**config.mk**
```make
export PLATFORM = sky130hd
export DESIGN_NAME = slsp_panel
export DESIGN_NICKNAME = d
export VERILOG_FILES = /design/src/rtl/slsp_pkg.sv /design/src/rtl/slsp_panel.sv /design/src/rtl/slsp_switch_hold.sv
export SDC_FILE = /design/constraint.sdc
export NUM_CORES = 1
export LEC_CHECK = 0
export BUFFER_PORTS_ARGS = -buffer_cell sky130_fd_sc_hd__buf_2
export CORE_UTILIZATION = 39
export DETAILED_ROUTE_END_ITERATION = 12
export PLACE_DENSITY = 0.69
export SETUP_SLACK_MARGIN = 0.05
export SLEW_MARGIN = 0
export SYNTH_ARGS = -nofsm -noshare
export SYNTH_HDL_FRONTEND = slang
export SYNTH_SLANG_ARGS = --single-unit
```
**constraint.sdc**
```tcl
create_clock -name sys_clk -period 9.5 [get_ports sys_clk]
set_clock_uncertainty 0.2 [all_clocks]
set_input_delay 0.475 -clock sys_clk [delete_from_list [all_inputs] [get_ports sys_clk]]
set_output_delay 0.475 -clock sys_clk [all_outputs]
set_load 0.1 [all_outputs]
```
**src/rtl/slsp_pkg.sv**
```systemverilog
package slsp_pkg;

    // Clock rate and derived timing
    localparam int CLK_HZ = 25000000;
    localparam int BLINK_HZ = 1;
    localparam int HALF_BLINK_CYC = CLK_HZ / (2 * BLINK_HZ);
    localparam int HOLD_SEC = 3;
    localparam int HOLD_CYC = HOLD_SEC * CLK_HZ;
    localparam int GAP_SEC = 2;
    localparam int GAP_CYC = GAP_SEC * CLK_HZ;
    localparam int REBOOT_SEC = 30;
    localparam int REBOOT_CYC = REBOOT_SEC * CLK_HZ;
    localparam int DEBOUNCE_US = 10000;
    localparam int DEBOUNCE_CYC = DEBOUNCE_US * (CLK_HZ / 1000000);

    // Fault flash counts
    localparam logic [2:0] FLASH_ADDR_EMPTY = 3'h2;
    localparam logic [2:0] FLASH_ADDR_CORRUPT = 3'h3;
    localparam logic [2:0] FLASH_ADDR_TEXT_BAD = 3'h4;
    localparam logic [2:0] FLASH_FILE_MISSING = 3'h5;

    // Colour codes of the health indicators
    typedef enum logic [1:0] {
        SLSP_COL_OFF = 2'b00,
        SLSP_COL_GREEN = 2'b01,
        SLSP_COL_RED = 2'b10,
        SLSP_COL_WHITE = 2'b11
    } slsp_colour_t;

    // Status conditions reported by firmware
    typedef struct packed {
        logic selfTestDone;
        logic selfTestPass;
        logic forcingOn;
        logic cardLoading;
        logic rtcFault;
        logic ioCfgError;
        logic ladderIllegal;
        logic ladderCrcError;
        logic netIllegalId;
        logic netDuplicateId;
        logic netNoResponse;
        logic bootDone;
    } slsp_status_t;

    // Download progress and diagnostic faults
    typedef struct packed {
        logic dlActive;
        logic dlFail;
        logic dlDone;
        logic [2:0] dlErrCount;
        logic faultAddrEmpty;
        logic faultAddrCorrupt;
        logic faultAddrTextBad;
        logic faultFileMissing;
    } slsp_event_t;

    // Indicator drive
    typedef struct packed {
        logic selfTestLed;
        logic modeLed;
        slsp_colour_t moduleHealthIndicator;
        slsp_colour_t networkHealthIndicator;
    } slsp_leds_t;

    // Display state machine
    typedef enum logic [2:0] {
        SLSP_SHOW_NORMAL = 3'b000,
        SLSP_SHOW_DOWNLOAD = 3'b001,
        SLSP_SHOW_DL_FAIL = 3'b010,
        SLSP_SHOW_REBOOT = 3'b011,
        SLSP_SHOW_FAULT = 3'b100
    } slsp_show_t;

endpackage

```
**src/rtl/slsp_panel.sv**
```systemverilog
// The address-and-strobe port and the register offsets were decided locally.
`timescale 1ns/100ps
module slsp_panel #(
    parameter int HALF_BLINK = slsp_pkg::HALF_BLINK_CYC,
    parameter int HOLD = slsp_pkg::HOLD_CYC,
    parameter int GAP = slsp_pkg::GAP_CYC,
    parameter int REBOOT = slsp_pkg::REBOOT_CYC,
    parameter int DEBOUNCE = slsp_pkg::DEBOUNCE_CYC
) (
    input wire logic sys_clk,
    input wire logic rst,
    input wire logic clkEn,
    input wire slsp_pkg::slsp_status_t status,
    input wire slsp_pkg::slsp_event_t events,
    input wire logic loadSwitchPin,
    input wire logic runStopSwitchPin,
    input wire logic [31:0] regAddr,
    input wire logic [31:0] regWrData,
    input wire logic regWrite,
    input wire logic regRead,
    output slsp_pkg::slsp_leds_t leds,
    output logic runMode,
    output logic eraseAllPulse,
    output logic rebootPulse,
    output logic [31:0] regRdData,
    output logic irq
);
    localparam logic [31:0] OFS_STATUS = 32'h0;
    localparam logic [31:0] OFS_CLEAR = 32'h4;
    localparam logic [31:0] OFS_ENABLE = 32'h8;
    localparam logic [31:0] OFS_STATE = 32'hC;
    localparam int NEV = 4;
    localparam int TW = $clog2(REBOOT + HOLD + GAP + 2);
    localparam int BW = $clog2(HALF_BLINK + 1);

    // Switch conditioning
    logic loadPressed, runPressed, bothRaw;
    slsp_switch_hold #(.DEBOUNCE(DEBOUNCE), .HOLD(HOLD)) uRunHold (
        .sys_clk, .rst, .clkEn,
        .pinPressed(runStopSwitchPin),
        .pressed(runPressed),
        .heldPulse()
    );
    slsp_switch_hold #(.DEBOUNCE(DEBOUNCE), .HOLD(HOLD)) uLoadHold (
        .sys_clk, .rst, .clkEn,
        .pinPressed(loadSwitchPin),
        .pressed(loadPressed),
        .heldPulse()
    );
    assign bothRaw = loadPressed & runPressed;

    // Status inputs are same-clock logic; register once for clean edges
    slsp_pkg::slsp_status_t st_reg;
    slsp_pkg::slsp_event_t ev_reg;

    // Hold timers for the two switch gestures
    logic [TW-1:0] runT_reg, runT_next, bothT_reg, bothT_next;
    logic runDone_reg, runDone_next, bothDone_reg, bothDone_next;
    logic runMode_reg, runMode_next, erase_reg, erase_next;

    always_comb begin
        runT_next = runT_reg;
        bothT_next = bothT_reg;
        runDone_next = runDone_reg;
        bothDone_next = bothDone_reg;
        runMode_next = runMode_reg;
        erase_next = 1'b0;
        // Two-switch gesture: erase all
        if (!bothRaw || !st_reg.bootDone) begin
            bothT_next = '0;
            bothDone_next = 1'b0;
        end else if (!bothDone_reg) begin
            if (bothT_reg >= TW'(HOLD - 1)) begin
                erase_next = 1'b1;
                bothDone_next = 1'b1;
            end else begin
                bothT_next = bothT_reg + TW'(1);
            end
        end
        // Run/stop gesture alone; pressing the load switch with it cancels it until run/stop is released
        if (!runPressed || loadPressed || !st_reg.bootDone) begin
            runT_next = '0;
            runDone_next = loadPressed & runPressed;
        end else if (!runDone_reg) begin
            if (runT_reg >= TW'(HOLD - 1)) begin
                runMode_next = ~runMode_reg;
                runDone_next = 1'b1;
            end else begin
                runT_next = runT_reg + TW'(1);
            end
        end
    end

    // Blink time base: 1 Hz square wave
    logic [BW-1:0] blinkCnt_reg, blinkCnt_next;
    logic blink_reg, blink_next, halfTick;
    logic cardTog_reg, cardTog_next;
    assign halfTick = (blinkCnt_reg >= BW'(HALF_BLINK - 1));

    always_comb begin
        blinkCnt_next = halfTick ? '0 : blinkCnt_reg + BW'(1);
        blink_next = halfTick ? ~blink_reg : blink_reg;
        cardTog_next = (st_reg.cardLoading && halfTick) ? ~cardTog_reg : cardTog_reg;
    end

    // Display sequencer
    slsp_pkg::slsp_show_t show_reg, show_next;
    logic [2:0] flashN_reg, flashN_next, flashDone_reg, flashDone_next;
    logic [TW-1:0] tmr_reg, tmr_next;
    logic inGap_reg, inGap_next, reboot_reg, reboot_next;
    logic [2:0] faultCount;

    // Fault code, lowest count taking priority
    always_comb begin
        faultCount = 3'h0;
        if (ev_reg.faultFileMissing) faultCount = slsp_pkg::FLASH_FILE_MISSING;
        if (ev_reg.faultAddrTextBad) faultCount = slsp_pkg::FLASH_ADDR_TEXT_BAD;
        if (ev_reg.faultAddrCorrupt) faultCount = slsp_pkg::FLASH_ADDR_CORRUPT;
        if (ev_reg.faultAddrEmpty) faultCount = slsp_pkg::FLASH_ADDR_EMPTY;
    end

    always_comb begin
        show_next = show_reg;
        flashN_next = flashN_reg;
        flashDone_next = flashDone_reg;
        tmr_next = tmr_reg;
        inGap_next = inGap_reg;
        reboot_next = 1'b0;
        case (show_reg)
            slsp_pkg::SLSP_SHOW_NORMAL: begin
                if (faultCount != 3'h0) begin
                    show_next = slsp_pkg::SLSP_SHOW_FAULT;
                    flashN_next = faultCount;
                    flashDone_next = 3'h0;
                    inGap_next = 1'b0;
                    tmr_next = '0;
                end else if (ev_reg.dlActive) begin
                    show_next = slsp_pkg::SLSP_SHOW_DOWNLOAD;
                end
            end
            slsp_pkg::SLSP_SHOW_DOWNLOAD: begin
                if (ev_reg.dlFail) begin
                    show_next = slsp_pkg::SLSP_SHOW_DL_FAIL;
                    flashN_next = ev_reg.dlErrCount;
                    flashDone_next = 3'h0;
                    inGap_next = 1'b0;
                    tmr_next = '0;
                end else if (ev_reg.dlDone) begin
                    show_next = slsp_pkg::SLSP_SHOW_REBOOT;
                    tmr_next = '0;
                end else if (!ev_reg.dlActive) begin
                    show_next = slsp_pkg::SLSP_SHOW_NORMAL;
                end
            end
            slsp_pkg::SLSP_SHOW_REBOOT: begin
                if (tmr_reg >= TW'(REBOOT - 1)) begin
                    reboot_next = 1'b1;
                    show_next = slsp_pkg::SLSP_SHOW_NORMAL;
                end else begin
                    tmr_next = tmr_reg + TW'(1);
                end
            end
            slsp_pkg::SLSP_SHOW_DL_FAIL, slsp_pkg::SLSP_SHOW_FAULT: begin
                // Burst of flashN flashes, then a dark gap, repeating
                if (show_reg == slsp_pkg::SLSP_SHOW_FAULT && faultCount == 3'h0) begin
                    show_next = slsp_pkg::SLSP_SHOW_NORMAL;
                end else if (show_reg == slsp_pkg::SLSP_SHOW_DL_FAIL && ev_reg.dlActive
                             && !ev_reg.dlFail) begin
                    show_next = slsp_pkg::SLSP_SHOW_DOWNLOAD;
                end else if (inGap_reg) begin
                    if (tmr_reg >= TW'(GAP - 1)) begin
                        inGap_next = 1'b0;
                        tmr_next = '0;
                        flashDone_next = 3'h0;
                    end else begin
                        tmr_next = tmr_reg + TW'(1);
                    end
                end else if (halfTick && blink_reg) begin
                    // End of one lit half: one flash complete
                    if (flashDone_reg + 3'h1 >= flashN_reg) begin
                        inGap_next = 1'b1;
                        tmr_next = '0;
                    end
                    flashDone_next = flashDone_reg + 3'h1;
                end
            end
            default: show_next = slsp_pkg::SLSP_SHOW_NORMAL;
        endcase
    end

    // Indicator outputs
    slsp_pkg::slsp_leds_t leds_reg, leds_next;
    logic burstLit;
    assign burstLit = !inGap_reg && blink_reg;

    always_comb begin
        leds_next = leds_reg;
        if (!st_reg.selfTestPass) leds_next.selfTestLed = 1'b0;
        else if (st_reg.cardLoading) leds_next.selfTestLed = cardTog_reg;
        else if (st_reg.forcingOn) leds_next.selfTestLed = blink_reg;
        else leds_next.selfTestLed = 1'b1;
        leds_next.modeLed = runMode_reg;
        case (show_reg)
            slsp_pkg::SLSP_SHOW_DOWNLOAD: begin
                leds_next.selfTestLed = blink_reg;
                leds_next.modeLed = ~blink_reg;
            end
            slsp_pkg::SLSP_SHOW_REBOOT: begin
                leds_next.selfTestLed = 1'b0;
                leds_next.modeLed = 1'b0;
            end
            slsp_pkg::SLSP_SHOW_DL_FAIL, slsp_pkg::SLSP_SHOW_FAULT: begin
                leds_next.selfTestLed = burstLit;
                leds_next.modeLed = burstLit;
            end
            default: ;
        endcase
        if (st_reg.ladderIllegal || st_reg.ladderCrcError)
            leds_next.moduleHealthIndicator = slsp_pkg::SLSP_COL_WHITE;
        else if (st_reg.rtcFault || st_reg.ioCfgError)
            leds_next.moduleHealthIndicator = slsp_pkg::SLSP_COL_RED;
        else
            leds_next.moduleHealthIndicator = slsp_pkg::SLSP_COL_GREEN;
        if (st_reg.netIllegalId || st_reg.netDuplicateId || st_reg.netNoResponse)
            leds_next.networkHealthIndicator = slsp_pkg::SLSP_COL_RED;
        else
            leds_next.networkHealthIndicator = slsp_pkg::SLSP_COL_GREEN;
    end

    // Interrupt status: run toggle, erase, reboot, fault entry
    logic [NEV-1:0] evBits, irqSt_reg, irqSt_next, irqEn_reg, irqEn_next, clr;
    logic [31:0] rd_reg, rd_next;
    logic irq_reg;
    assign evBits = {show_next == slsp_pkg::SLSP_SHOW_FAULT &&
                     show_reg != slsp_pkg::SLSP_SHOW_FAULT,
                     reboot_next, erase_next, runMode_next != runMode_reg};
    assign clr = (regWrite && regAddr == OFS_CLEAR) ? regWrData[NEV-1:0] : '0;

    // Set beats clear; register reads
    always_comb begin
        irqSt_next = (irqSt_reg & ~clr) | evBits;
        irqEn_next = (regWrite && regAddr == OFS_ENABLE) ? regWrData[NEV-1:0] : irqEn_reg;
        rd_next = '0;
        if (regRead) begin
            case (regAddr)
                OFS_STATUS: rd_next = 32'(irqSt_reg);
                OFS_ENABLE: rd_next = 32'(irqEn_reg);
                OFS_STATE: rd_next = {27'h0, show_reg, bothRaw, runMode_reg};
                default: rd_next = '0;
            endcase
        end
    end

    // All state registers
    always_ff @(posedge sys_clk or posedge rst) begin
        if (rst) begin
            st_reg <= '0;
            ev_reg <= '0;
            runT_reg <= '0;
            bothT_reg <= '0;
            runDone_reg <= 1'b0;
            bothDone_reg <= 1'b0;
            runMode_reg <= 1'b0;
            erase_reg <= 1'b0;
            blinkCnt_reg <= '0;
            blink_reg <= 1'b0;
            cardTog_reg <= 1'b0;
            show_reg <= slsp_pkg::SLSP_SHOW_NORMAL;
            flashN_reg <= 3'h0;
            flashDone_reg <= 3'h0;
            tmr_reg <= '0;
            inGap_reg <= 1'b0;
            reboot_reg <= 1'b0;
            leds_reg <= '0;
            irqSt_reg <= '0;
            irqEn_reg <= '0;
            rd_reg <= '0;
            irq_reg <= 1'b0;
        end else if (clkEn) begin
            st_reg <= status;
            ev_reg <= events;
            runT_reg <= runT_next;
            bothT_reg <= bothT_next;
            runDone_reg <= runDone_next;
            bothDone_reg <= bothDone_next;
            runMode_reg <= runMode_next;
            erase_reg <= erase_next;
            blinkCnt_reg <= blinkCnt_next;
            blink_reg <= blink_next;
            cardTog_reg <= cardTog_next;
            show_reg <= show_next;
            flashN_reg <= flashN_next;
            flashDone_reg <= flashDone_next;
            tmr_reg <= tmr_next;
            inGap_reg <= inGap_next;
            reboot_reg <= reboot_next;
            leds_reg <= leds_next;
            irqSt_reg <= irqSt_next;
            irqEn_reg <= irqEn_next;
            rd_reg <= rd_next;
            irq_reg <= |(irqSt_next & irqEn_next);
        end
    end

    assign leds = leds_reg;
    assign runMode = runMode_reg;
    assign eraseAllPulse = erase_reg;
    assign rebootPulse = reboot_reg;
    assign regRdData = rd_reg;
    assign irq = irq_reg;
endmodule

```
**src/rtl/slsp_switch_hold.sv**
```systemverilog
`timescale 1ns/100ps
// Synced, debounced switch; one pulse per press held HOLD cycles
module slsp_switch_hold #(
    parameter int DEBOUNCE = slsp_pkg::DEBOUNCE_CYC,
    parameter int HOLD = slsp_pkg::HOLD_CYC
) (
    input wire logic sys_clk,
    input wire logic rst,
    input wire logic clkEn,
    input wire logic pinPressed,
    output logic pressed,
    output logic heldPulse
);
    localparam int CW = $clog2(HOLD + DEBOUNCE + 2);

    logic sync1_reg, sync2_reg;
    logic stable_reg, stable_next;
    logic [CW-1:0] deb_reg, deb_next;
    logic [CW-1:0] hold_reg, hold_next;
    logic fired_reg, fired_next;
    logic pulse_reg, pulse_next;

    // Debounce and hold timing, acting once per continuous press
    always_comb begin
        stable_next = stable_reg;
        deb_next = deb_reg;
        hold_next = hold_reg;
        fired_next = fired_reg;
        pulse_next = 1'b0;
        if (sync2_reg != stable_reg) begin
            if (deb_reg >= CW'(DEBOUNCE - 1)) begin
                stable_next = sync2_reg;
                deb_next = '0;
            end else begin
                deb_next = deb_reg + CW'(1);
            end
        end else begin
            deb_next = '0;
        end
        if (!stable_reg) begin
            hold_next = '0;
            fired_next = 1'b0;
        end else if (!fired_reg) begin
            if (hold_reg >= CW'(HOLD - 1)) begin
                pulse_next = 1'b1;
                fired_next = 1'b1;
            end else begin
                hold_next = hold_reg + CW'(1);
            end
        end
    end

    // Registers
    always_ff @(posedge sys_clk or posedge rst) begin
        if (rst) begin
            sync1_reg <= 1'b0;
            sync2_reg <= 1'b0;
            stable_reg <= 1'b0;
            deb_reg <= '0;
            hold_reg <= '0;
            fired_reg <= 1'b0;
            pulse_reg <= 1'b0;
        end else if (clkEn) begin
            sync1_reg <= pinPressed;
            sync2_reg <= sync1_reg;
            stable_reg <= stable_next;
            deb_reg <= deb_next;
            hold_reg <= hold_next;
            fired_reg <= fired_next;
            pulse_reg <= pulse_next;
        end
    end

    assign pressed = stable_reg;
    assign heldPulse = pulse_reg;
endmodule

```
# ---- Word-level counts from Yosys, hierarchy flattened
# Cells that the tools add are included.
dict set report word_totals {
  latchBits 0
  mem_bits_ro 0
  in_bits 93
  ram_bits 0
  elab_cells 217
  memories 0
  reg_bits 259
}
dict set report op_classes {
  div_mod_pow 0
  shift 0
  multipliers 0
  n_bitwise 8
  order_cmp 8
  mux 79
  n_reduce_logical 40
  n_addsub 7
  eq_ne 25
}
# op count
set ops {}
lappend ops {{30-bit two-way mux} 16}
lappend ops {{30-bit case mux with 4 select lines} 1}
lappend ops {{27-bit two-way mux} 4}
lappend ops {{30-bit by 1-bit adder with 30-bit output (second input constant)} 3}
lappend ops {{32-bit by 4-bit equality test with 1-bit output (second input constant)} 2}
lappend ops {{3-bit two-way mux} 21}
lappend ops {{30-bit by 27-bit greater-or-equal comparator with 1-bit output (second input constant)} 2}
lappend ops {{27-bit by 1-bit adder with 27-bit output (second input constant)} 2}
lappend ops {{27-bit by 18-bit greater-or-equal comparator with 1-bit output (second input constant)} 2}
lappend ops {{32-bit by 3-bit equality test with 1-bit output (second input constant)} 1}
lappend ops {{32-bit logical NOT} 1}
lappend ops {{30-bit by 26-bit greater-or-equal comparator with 1-bit output (second input constant)} 1}
lappend ops {{30-bit greater-or-equal comparator (second input constant)} 1}
lappend ops {{24-bit by 1-bit adder with 24-bit output (second input constant)} 1}
lappend ops {{24-bit greater-or-equal comparator (second input constant)} 1}
lappend ops {{1-bit two-way mux} 24}
lappend ops {{24-bit two-way mux} 1}
lappend ops {{3-bit inequality test (second input constant)} 5}
lappend ops {{5-bit case mux with 3 select lines} 1}
lappend ops {{2-bit inequality test (second input constant)} 7}
lappend ops {{3-bit case mux with 4 select lines} 1}
lappend ops {{3-bit AND reduction} 4}
lappend ops {{1-bit logical AND} 9}
lappend ops {{3-bit case mux with 3 select lines} 1}
lappend ops {{31 further kinds} 55}

# ---- Logic depth before layout (Yosys ltp)
# Gate-level depths: netlist of run 1.
dict set report depth {
  ltp_word 13
  mapped_depth 9
  mapped_depth_nobuf 7
}

# ---- Cells and area by module
# From an unflattened synthesis of run 1, not the netlist that was laid out.
dict set report unflattened {
  hier_cells 1735
  hier_area_um2 15985.3
}
# mod cells_each seq_area_each_um2 area_per_inst_um2 instances
set by_module_without_submodules {}
lappend by_module_without_submodules {slsp_panel 977 4304.1 9128.8 1}
lappend by_module_without_submodules {{slsp_switch_hold (uLoadHold)} 376 1476.4 3448.3 1}
lappend by_module_without_submodules {{slsp_switch_hold (uRunHold)} 382 1476.4 3408.3 1}

# ---- Least setup slack after synthesis of run 1
# OpenSTA, ideal clock, no wires.
dict set report synth_path {
  path_type {register -> register}
  from {register runT_reg[12]}
  to {register runT_reg[8]}
  path_stages_with_launch 8
  period_less_slack_ns 2.628
  n_path_buf 1
  arrival_time_ns 2.350
  slack_ns 6.872
  required_ns 9.222
  path_cell_list {dfrtp_1 > or4_1 > o221a_1 > a211oi_2 > o21ai_2 > buf_2 > or4_1 > a21oi_1}
}
dict set report synth_via {
  elab_chain_cells 3
}
# element line
set synth_rtl {}
lappend synth_rtl {{start: declaration} slsp_panel.sv:57} ;# logic [TW-1:0] runT_reg, runT_next, bothT_reg, bothT_next;
lappend synth_rtl {{start signal: assignment} slsp_panel.sv:282} ;# runT_reg <= runT_next;
lappend synth_rtl {{30-bit by 27-bit greater-or-equal comparator with 1-bit output} slsp_panel.sv:85} ;# if (runT_reg >= TW'(HOLD - 1)) begin
lappend synth_rtl {{2-bit inequality test (no line)} --}
lappend synth_rtl {{3-bit AND reduction (no line)} --}
# No other way between the ends.
# A chain may end at the register's enable or synchronous reset.

# ---- Worst setup path in the final report of run 1
dict set report layout_path {
  from {register tmr_reg[11]}
  to {register tmr_reg[5]}
}
dict set report layout_via {
  elab_chain_cells 6
  word_cells_on_any_way 9
  cone_classes {2 x order compare; 1 x eq/ne; 5 x mux; 1 x reduce/logical}
}
# element line
set layout_rtl {}
lappend layout_rtl {{start: declaration} slsp_panel.sv:109} ;# logic [TW-1:0] tmr_reg, tmr_next;
lappend layout_rtl {{start signal: assignment} slsp_panel.sv:294} ;# tmr_reg <= tmr_next;
lappend layout_rtl {{30-bit by 26-bit greater-or-equal comparator with 1-bit output} slsp_panel.sv:171} ;# if (tmr_reg >= TW'(GAP - 1)) begin
lappend layout_rtl {{30-bit two-way mux} slsp_panel.sv:171}
lappend layout_rtl {{30-bit two-way mux} slsp_panel.sv:170} ;# end else if (inGap_reg) begin
lappend layout_rtl {{30-bit two-way mux} slsp_panel.sv:167} ;# end else if (show_reg == slsp_pkg::SLSP_SHOW_DL_FAIL && ev_reg.dlActive
lappend layout_rtl {{30-bit two-way mux} slsp_panel.sv:165} ;# if (show_reg == slsp_pkg::SLSP_SHOW_FAULT && faultCount == 3'h0) begin
lappend layout_rtl {{30-bit case mux with 4 select lines} slsp_panel.sv:129} ;# case (show_reg)
# Several ways; a longest one is shown, not always the timed one. The select of a mux whose other input is x is not followed.

==> flow_summary.ini, run 1 <==
[setup_path]
crit_required_ns = 9.70
arrival_ns = 3.69
setup.worst_path.end_class = register
critical_path_class = register to register
crit_path_start_kind = register
path_max_fanout = 20

[timing]
timing.setup.tns_ns = 0
rsz0062_at_grt = no
worst_hold_slack_ns = 0.0360
relSlewSlack_pct = 22.5
min_period_ns = 3.48
hold_viol = 0
fin_ws_ns = 6.02
final_max_slew_viol_count = 0
finalCritPeriodShare_pct = 36.7
fmax_ghz = 0.287
tightest_slew_ns = 1.16
setup_violations = 0

[placement]
place_congestion = 0.841
placed_cell_area_um2 = 13300
pre_cts_ws_ns = 5.88
port-buffer-count = 78
detailed_place_hpwl_um = 19500
place_inst = 1767

[global_routing]
grt_use_met2_pct = 28.0
grt-busiest-layer = met2
grt_max_degree = 103
grt_pass1_vias = 10200
overflow = 0
grt_use_met3_pct = 2.16
grt_pass1_wl_um = 50600
use_met1_pct = 26.4
antenna_found_initial = 1
grt_usage_pct = 18.1

[final_layout]
fin_area_um2 = 14400
nets = 1520
final.fill_count = 3016
multi_input_area_um2 = 6360
syn_to_final_growth_pct = 14.1
drive_gt1_share_pct = 13.3
seq_area_um2 = 5810
fin_cells = 1838
final_util_pct = 45.5
diodes = 0

[power_and_ir_drop]
power_mw = 2.46
ir_worst_vdd_v = 0.000168
p_leak_nw = 6.17
power_density_nw_per_um2 = 171

[yosys]
ys_types = 70
synth_top_cell_area_share_pct = 45.9
postSynth.asyncResetShare_pct = 100
syn-instance-count = 1344
avgSynthCellArea_um2 = 9.41
ys.flop_type = dfrtp_1
yosys-top-cells-area = dfrtp_1 (46%), mux2_2 (3.5%), a21oi_1 (3.2%)
synth_edf_count = 0
yosys-top-cells-count = dfrtp_1 (232), nand2_1 (102), nor2_1 (89)
ys_warn_count = 0
yosys.cell_count.top_type = dfrtp_1
netlist_area_um2 = 12600
ys_ff_latch = 232
ys_seq_area_share_pct = 45.9
yosys.area.top_type = dfrtp_1

[worst_hold_path]
hp-class = primary input to register

[cts]
htree_levels = 1
cts_buffers = 26
ctsLongestPathBuffers = 3
cts_setup_buffers = 0
cts_resized = 0
cts_tree = done
clock-root-buffer = clkbuf_16
clk_pin_slew_worst_paths_ns = 0.06
clk_latency_ns = 0.53
clock-sinks = 232
ctsHoldBuffers = 24

[route]
vias = 10700
dr.first_iter.drc_count = 888
dr.pass1.iters = 5
wl_um = 29500
detail-route-antenna-nets = 0
wl_per_cell_um = 16.0
drc = 0
vias_per_cell = 5.83

[floorplan]
ios = 135
fp.dieW_um = 182
core_area_um2 = 31700
die_h_um = 182
dieArea_um2 = 33100
rows = 65
start_util_pct = 39.9

[job]
drv_cap = 0

[status]
outcome = finished, final reports clean
-- report_power, final --
group	leakage, nW	switching (mW)	internal [mW]
logic	2.60	0.219	0.105
registers	3.13	0.0589	1.04
clock network	0.436	0.404	0.638
-- worst paths after layout --
check | to | cells after the start | slack, ns | start
worst max register to register | tmr_reg[5] | 6 | 6.02 | tmr_reg[11]
worst max-delay path | tmr_reg[5] | 6 | 6.02 | tmr_reg[11]
max in group asynchronous | st_reg[2] | 5 | 6.58 | rst
worst min-delay path | irqEn_reg[1] | 2 | 0.04 | regWrData[1]
worst min register to register | leds[0] | 1 | 0.27 | leds[0]
min in group asynchronous | ev_reg[7] | 3 | 0.41 | rst
-- worst max-delay path: stages (launching register included) --
cell and delay, ns:
dfrtp_1 0.43, or4_1 0.53, a211oi_1 0.40, o2111ai_2 0.19, nand2_1 0.37, nand3_1 0.73, o41ai_1 0.52
-- cell usage in the layout (no fill, tap or decap), types with 10 or more instances in the layout --
| cell | n |
|---|---|
| dfrtp_1 | 232 |
| nand2_1 | 102 |
| nor2_1 | 89 |
| a21oi_1 | 81 |
| buf_2 | 77 |
| nand3_1 | 65 |
| o21ai_0 | 61 |
| nand4_1 | 44 |
| o31ai_1 | 43 |
| mux2_2 | 39 |
| and3_1 | 36 |
| or4_1 | 35 |
| or3_1 | 30 |
| inv_1 | 29 |
| nor2b_1 | 27 |
| conb_1 | 27 |
| clkbuf_16 | 27 |
| nor3_1 | 25 |
| and2_1 | 25 |
| o41ai_1 | 25 |
| nor4_1 | 24 |
| dlygate4sd3_1 | 24 |
| a31oi_1 | 22 |
| o211ai_1 | 19 |
| xor2_1 | 17 |
| buf_4 | 15 |
| and4_1 | 14 |
| o2bb2ai_1 | 12 |
| xnor2_1 | 12 |
| nand2b_1 | 10 |
| ha_1 | 10 |
-- per-layer routing --
metal	wire length, um	vias to the layer above	share of wire, %
met3	1430	46	4.8
met1	14400	5211	49
li1	-	5182	-
met4	667	0	2.3
met5	0	-	0
met2	13000	281	44
-- kinds of logic (layout without fill, tap and decap cells) --
| family | Yosys count | count (layout) | synth area share [%] |
|---|---|---|---|
| xor+xnor | 29 | 29 | 2.01 |
| mux | 46 | 46 | 4.03 |
| fa+ha+maj | 10 | 10 | 0.990 |
| buf+inv | 127 | 193 | 4.65 |
| flops | 232 | 232 | 45.9 |
| compound gates | 349 | 349 | 18.8 |
| simple gates | 550 | 550 | 23.6 |
| other cells | 1 | 27 | 0.0297 |
-- area by class of cell --
cell class | instances | share of cell area, %
Clock buffer | 36 | 5.26
Clock inverter | 11 | 0.954
Inverter | 30 | 0.832
Multi-Input combinational cell | 1011 | 44.1
Sequential cell | 232 | 40.2
Tap cell | 402 | 3.49
Timing Repair Buffer | 116 | 5.12
(Power assumes the default switching activity.)
==> inputs of run 2 (changes only) <==
ABC_AREA = 1   (was unset)
PLACE_DENSITY = 0.7   (was 0.69)
clock period = 2.8 ns   (was 9.5 ns; I/O delays follow)
==> run 2 against run 1 <==
Register-to-register slack worse by 5.8 ns. Global-route usage up 1.0 points. Design area up 17%. Synthesized cell count up 56%. Critical path depth up 7. Final cell count up 47%. Via count up 27%. Largest power group unchanged. Maximum frequency up 36%. Routed wire length up 23%. Largest cell class unchanged. Count of clock-buffer cells in the layout down 3.
==> flow_summary.ini, run 2 <==
[status]
outcome = finished, final reports clean

[final_layout]
diodes = 0
syn_to_final_growth_pct = 16.2
final_common_cell = nand2_1
fin_cells = 2709
drive_gt1_share_pct = 8.84
nets = 2328
layout_common_cells = nand2_1 (668), nor2_1 (292), dfrtp_1 (232)
final.fill_count = 3617

[global_routing]
overflow = 0
grt_max_degree = 117
antenna_found_initial = 0
grt_pass1_vias = 12600
grt_usage_pct = 19.1
grt_pass1_wl_um = 61100

[setup_path]
setup.worst_path.end_class = register
critical_path_class = register to register
path_max_fanout = 16
crit_required_ns = 3.03
cp_slowest_cell = dfrtp_1
arrival_ns = 2.79
crit_path_start_kind = register
path_cells = ha_1, xnor2_1, inv_1, ha_1, a21oi_1, o2111ai_2, nor2_1, nor2_2, nand2_4, nor2_4, buf_6, nand2_1, nand2_1
slowest_delay_ns = 0.41

[floorplan]
fp.dieW_um = 195
start_util_pct = 39.7
die_h_um = 195
rows = 70
core_area_um2 = 36700
ios = 135
dieArea_um2 = 38100

[route]
detail-route-antenna-nets = 0
met3_length_um = 1630
dr.pass1.iters = 6
vias_per_cell = 5.01
wl_met2_um = 16200
wl_um = 36200
dr.first_iter.drc_count = 1082
wl_per_cell_um = 13.4
routed.top_layer = met4
vias = 13600
m1WireLength_um = 17800
drc = 0

[yosys]
netlist_area_um2 = 14600
synth_top_cell_area_share_pct = 39.9
yosys-top-cells-count = nand2_1 (668), nor2_1 (294), dfrtp_1 (232)
ys_seq_area_share_pct = 39.9
yosys.area.top_type = dfrtp_1
postSynth.asyncResetShare_pct = 100
avgSynthCellArea_um2 = 6.95
synth_edf_count = 0
ys_types = 47
ys_ff_latch = 232
ys.flop_type = dfrtp_1
yosys.cell_count.top_type = nand2_1
ys_warn_count = 0
syn-instance-count = 2095
yosys-top-cells-area = dfrtp_1 (40%), nand2_1 (17%), nor2_1 (7.6%)

[power_and_ir_drop]
ir_worst_vdd_v = 0.000455
power_density_nw_per_um2 = 537
p_sw_mw = 2.77
p_comb_share_pct = 18.9
power_mw = 9.09
p_int_mw = 6.31
swShare_pct = 30.5
p_clk_share_pct = 40.1
p_leak_nw = 8.19
seqPwrFrac_pct = 41.0

[cts]
ctsLongestPathBuffers = 3
clock-root-buffer = clkbuf_16
clock-sinks = 232
cts_tree = done
cts_buffers = 26
clk_pin_slew_worst_paths_ns = 0.06
clk_latency_ns = 0.57
htree_levels = 1

[timing]
worst_hold_slack_ns = 0.0282
tightest_slew_ns = 0.788
fmax_ghz = 0.390
hold_viol = 0
finalCritPeriodShare_pct = 91.5
setup_violations = 0
min_period_ns = 2.56
rsz0062_at_grt = no
final_max_slew_viol_count = 0
relSlewSlack_pct = 47.3

[job]
drv_cap = 0

[worst_hold_path]
hp-class = primary input to register

[placement]
port-buffer-count = 78
place_inst = 2601
detailed_place_hpwl_um = 25700
place_congestion = 0.970
-- run 2: changes by cell type after synthesis, moves of 40 or more --
cell	change
a21oi_1	-55
clkbuf_1	-41
inv_1	+182
nand2_1	+566
nand3_1	+57
nor2_1	+205
o31ai_1	-40
xor2_1	+68
-- run 2: what timing repair did --
item	CTS	global route
hold endpoints to repair	121	0
gates resized for setup	0	5
endpoints found under the setup margin	0	32
hold buffers	61	0
setup buffers	0	3
-- run 2: area by class of cell --
cell class	instances	area, um2	share of cell area [%]
Multi-Input combinational cell	1576	7480	44.2
Sequential cell	232	5810	34.3
Timing Repair Buffer	168	1290	7.63
Inverter	221	833	4.92
Clock buffer	33	737	4.36
Tap cell	468	586	3.46
Clock inverter	11	183	1.08
-- run 2: cells by family (layout without fill, tap and decap cells) --
logic type | after synthesis | after routing | synth area share, %
xor gates and xnor gates | 100 | 100 | 6.01
other | 1 | 27 | 0.0258
DFF | 232 | 232 | 39.9
buffers and inverters | 313 | 433 | 9.51
adders and majority gates | 10 | 10 | 0.859
and+or+nand+nor | 1263 | 1263 | 36.9
AOI/OAI and AO/OA | 174 | 174 | 6.67
muxes | 2 | 2 | 0.137
-- run 2: path summary, 6_finish.rpt --
check	slack, ns	startpoint	cells past startpoint	endpoint
max	0.24	flashDone_reg[0]	13	tmr_reg[18]
min	0.03	regAddr[13]	10	regRdData[2]
max reg2reg	0.24	flashDone_reg[0]	13	tmr_reg[18]
min reg2reg	0.27	cardTog_reg	1	cardTog_reg
max in group asynchronous	1.46	rst	4	cardTog_reg
min in group asynchronous	0.06	rst	3	bothT_reg[5]
-- run 2: metal layers --
layer | GRT usage, % | vias up
li1 | - | 6882
met1 | 27.6 | 6321
met2 | 30.3 | 333
met3 | 2.25 | 45
met4 | 4.61 | 0
met5 | 0 | -
-- run 2: power by group through the flow --
stage                     combinational, mW  clock (mW)  sequential, mW
after CTS                              1.65        3.74            3.72
after global routing                   1.89        3.85            3.75
after floorplan                        1.15           0            3.86
after detailed placement               1.58           0            3.78
final                                  1.72        3.64            3.72
after global placement                 1.54           0            3.77
-- run 2: critical path: cells and delay by family (launching register included) --
family          cells  cell delay (ns)
simple gates        6             0.52
buf+inv             2             0.23
fa+ha+maj           2             0.52
compound gates      2             0.34
flops               1             0.41
xor+xnor            1             0.17
-- run 2: metrics by stage --
step	area (um2)	TNS [ns]	util, %	setup slack [ns]
6_report	16900	0	46.1	0.238
5_1_grt	16900	0	46.1	0.0443
4_1_cts	16900	0	46.0	0.0933
3_5_place_dp	15300	0	41.8	0.154
3_3_place_gp	15300	0	41.8	0.195
2_1_floorplan	14700	-133.62	-	-0.576
==> inputs of run 3 (changes only) <==
CTS_BUF_LIST = sky130_fd_sc_hd__clkbuf_4   (was unset)
==> run 3 against run 2 <==
The flow now finishes with violations (negative hold slack). Power fell by 8.4%. Routed wire length up 6.4%. Sequential share of layout area is 0.89 points lower. Hold slack worse by 0.096 ns. Via count rose by 4.8%. Worst setup slack worse by 0.068 ns. Clock power down 24%. Global-route usage is 1.3 points higher. Sequential cell count unchanged. First-iteration DRC count rose by 0.92%. Critical endpoint is now irqSt_reg[0]. Largest cell class unchanged.
==> flow_summary.ini, run 3 (synthesis gave the netlist of run 2 again) <==
[cts]
ctsLongestPathBuffers = 3
clk_latency_ns = 0.77
htree_levels = 2
clk_pin_slew_worst_paths_ns = 0.07
cts_tree = done
clock-sinks = 232
clock-root-buffer = clkbuf_4
cts_buffers = 60

[global_routing]
overflow = 0
grt_pass1_vias = 13500
grt_pass1_wl_um = 64800
antenna_found_initial = 1
grt_usage_pct = 20.4
grt_max_degree = 117

[power_and_ir_drop]
p_comb_share_pct = 21.9
p_int_mw = 5.48
p_clk_share_pct = 33.3
power_mw = 8.33
seqPwrFrac_pct = 44.7
power_density_nw_per_um2 = 479
ir_worst_vdd_v = 0.000335
swShare_pct = 34.2
p_sw_mw = 2.85
p_leak_nw = 8.41

[setup_path]
cp_common_cell = dlygate4sd3_1
path_cells = dlygate4sd3_1, buf_2, nand2_1, dlygate4sd3_1, inv_2, nand3_1, dlygate4sd3_1, o21ai_0, dlygate4sd3_1, o21ai_0
critical_path_class = primary input to register
cpLargestDelayFamily = buffers and inverters
path_max_fanout = 5
cp_slowest_cell = dlygate4sd3_1
arrival_ns = 3.08
setup.worst_path.end_class = register
crit_required_ns = 3.25
worstPathBufferInverterCount = 6
slowest_delay_ns = 0.59
crit_path_start_kind = primary input

[final_layout]
nets = 2430
final_common_cell = nand2_1
fin_area_um2 = 17400
syn_to_final_growth_pct = 19.3
seq_area_um2 = 5810
drive_gt1_share_pct = 10.1
final.fill_count = 3581
multi_input_area_um2 = 7480
layout_common_cells = nand2_1 (668), nor2_1 (291), dfrtp_1 (232)

[timing]
worst_hold_slack_ns = -0.0680
rsz0062_at_grt = no
final_max_slew_viol_count = 0
hold_viol = 4
tightest_slew_ns = 0.798
relSlewSlack_pct = 46.7
finalCritPeriodShare_pct = 93.9
min_period_ns = 2.63
fmax_ghz = 0.380
setup_violations = 0

[status]
failed_checks = negative hold slack
outcome = finished, violations left

[route]
vias = 14200
dr.first_iter.drc_count = 1092
drc = 0
dr.pass1.iters = 5
vias_per_cell = 5.02
wl_per_cell_um = 13.6
detail-route-antenna-nets = 0
wl_um = 38500

[job]
drv_cap = 0

[floorplan]
ios = 135
start_util_pct = 39.7
die_h_um = 195
fp.dieW_um = 195
core_area_um2 = 36700
rows = 70
dieArea_um2 = 38100

[placement]
port-buffer-count = 78
detailed_place_hpwl_um = 25700
place_congestion = 0.970
placed_cell_area_um2 = 15300

[worst_hold_path]
hp-class = primary input to register
==> run 3: changes by cell type in the layout (fill, tap and decap cells not counted), moves of 4 or more <==
cell,delta
bufinv_16,-4
clkbuf_16,-26
clkbuf_4,+79
clkbuf_8,-6
clkinv_1,+16
dlygate4sd3_1,+68
==> run 3: path summary, 6_finish.rpt <==
path / start / end / slack (ns) / depth (start not counted)
worst max-delay path: regWrite / irqSt_reg[0] / 0.17 / 10
worst min-delay path: regAddr[9] / regRdData[2] / -0.07 / 9
worst max register to register: tmr_reg[0] / tmr_reg[7] / 0.26 / 12
worst min register to register: rebootPulse / rebootPulse / 0.29 / 1
max in group asynchronous: rst / leds[5] / 0.98 / 5
min in group asynchronous: rst / bothT_reg[10] / 0.47 / 4
==> run 3: power groups by stage <==
stage	Combinational (mW)	Clock [mW]	Sequential, mW
2_1_floorplan	1.15	0	3.86
3_3_place_gp	1.54	0	3.77
3_5_place_dp	1.58	0	3.78
4_1_cts	1.73	2.85	3.72
5_1_grt	2.00	3.01	3.74
6_report	1.83	2.78	3.72
==> run 3: cell type report <==
type / count / area share (%)
repair buffers: 236 / 11.4
multi-input cells: 1576 / 43.0
well taps: 468 / 3.37
inverters: 221 / 4.80
flip-flops and latches: 232 / 33.4
clock inverters: 21 / 0.533
diodes: 2 / 0.0288
clock buffers: 79 / 3.41
==> run 3: metal layers <==
layer	share of wire, %	vias up	GRT usage, %	routed length [um]
met5	0	-	0	0
met4	2.4	0	6.27	910
met3	5.2	77	3.25	2020
met2	45	391	33.1	17500
met1	47	6635	27.9	18100
li1	-	7124	-	-
==> run 3: per-stage QoR <==
stage / setup WS (ns) / instances / utilization (%) / setup TNS, ns
floorplan: -0.576 / 2121 / - / -133.62
global placement: 0.195 / 2601 / 41.8 / 0
detailed placement: 0.154 / 2601 / 41.8 / 0
CTS: 0.133 / 2829 / 47.2 / 0
global route: 0.0538 / 2835 / 47.3 / 0
finish: 0.170 / 2835 / 47.3 / 0
==> run 3: repair_timing <==
item	in CTS	in global routing
gates resized for setup	0	4
hold endpoints to repair	364	4
buffers inserted	0	3
endpoints found under the setup margin	0	33
hold buffers	128	2
==> run 3: worst min-delay path: stages <==
cell and delay [ns]:
buf_2 0.08, nor2_1 0.03, nand2_1 0.04, nor2_1 0.05
nor3b_1 0.17, nand2_1 0.14, o211ai_1 0.10, nand2_1 0.06
nand2_1 0.04
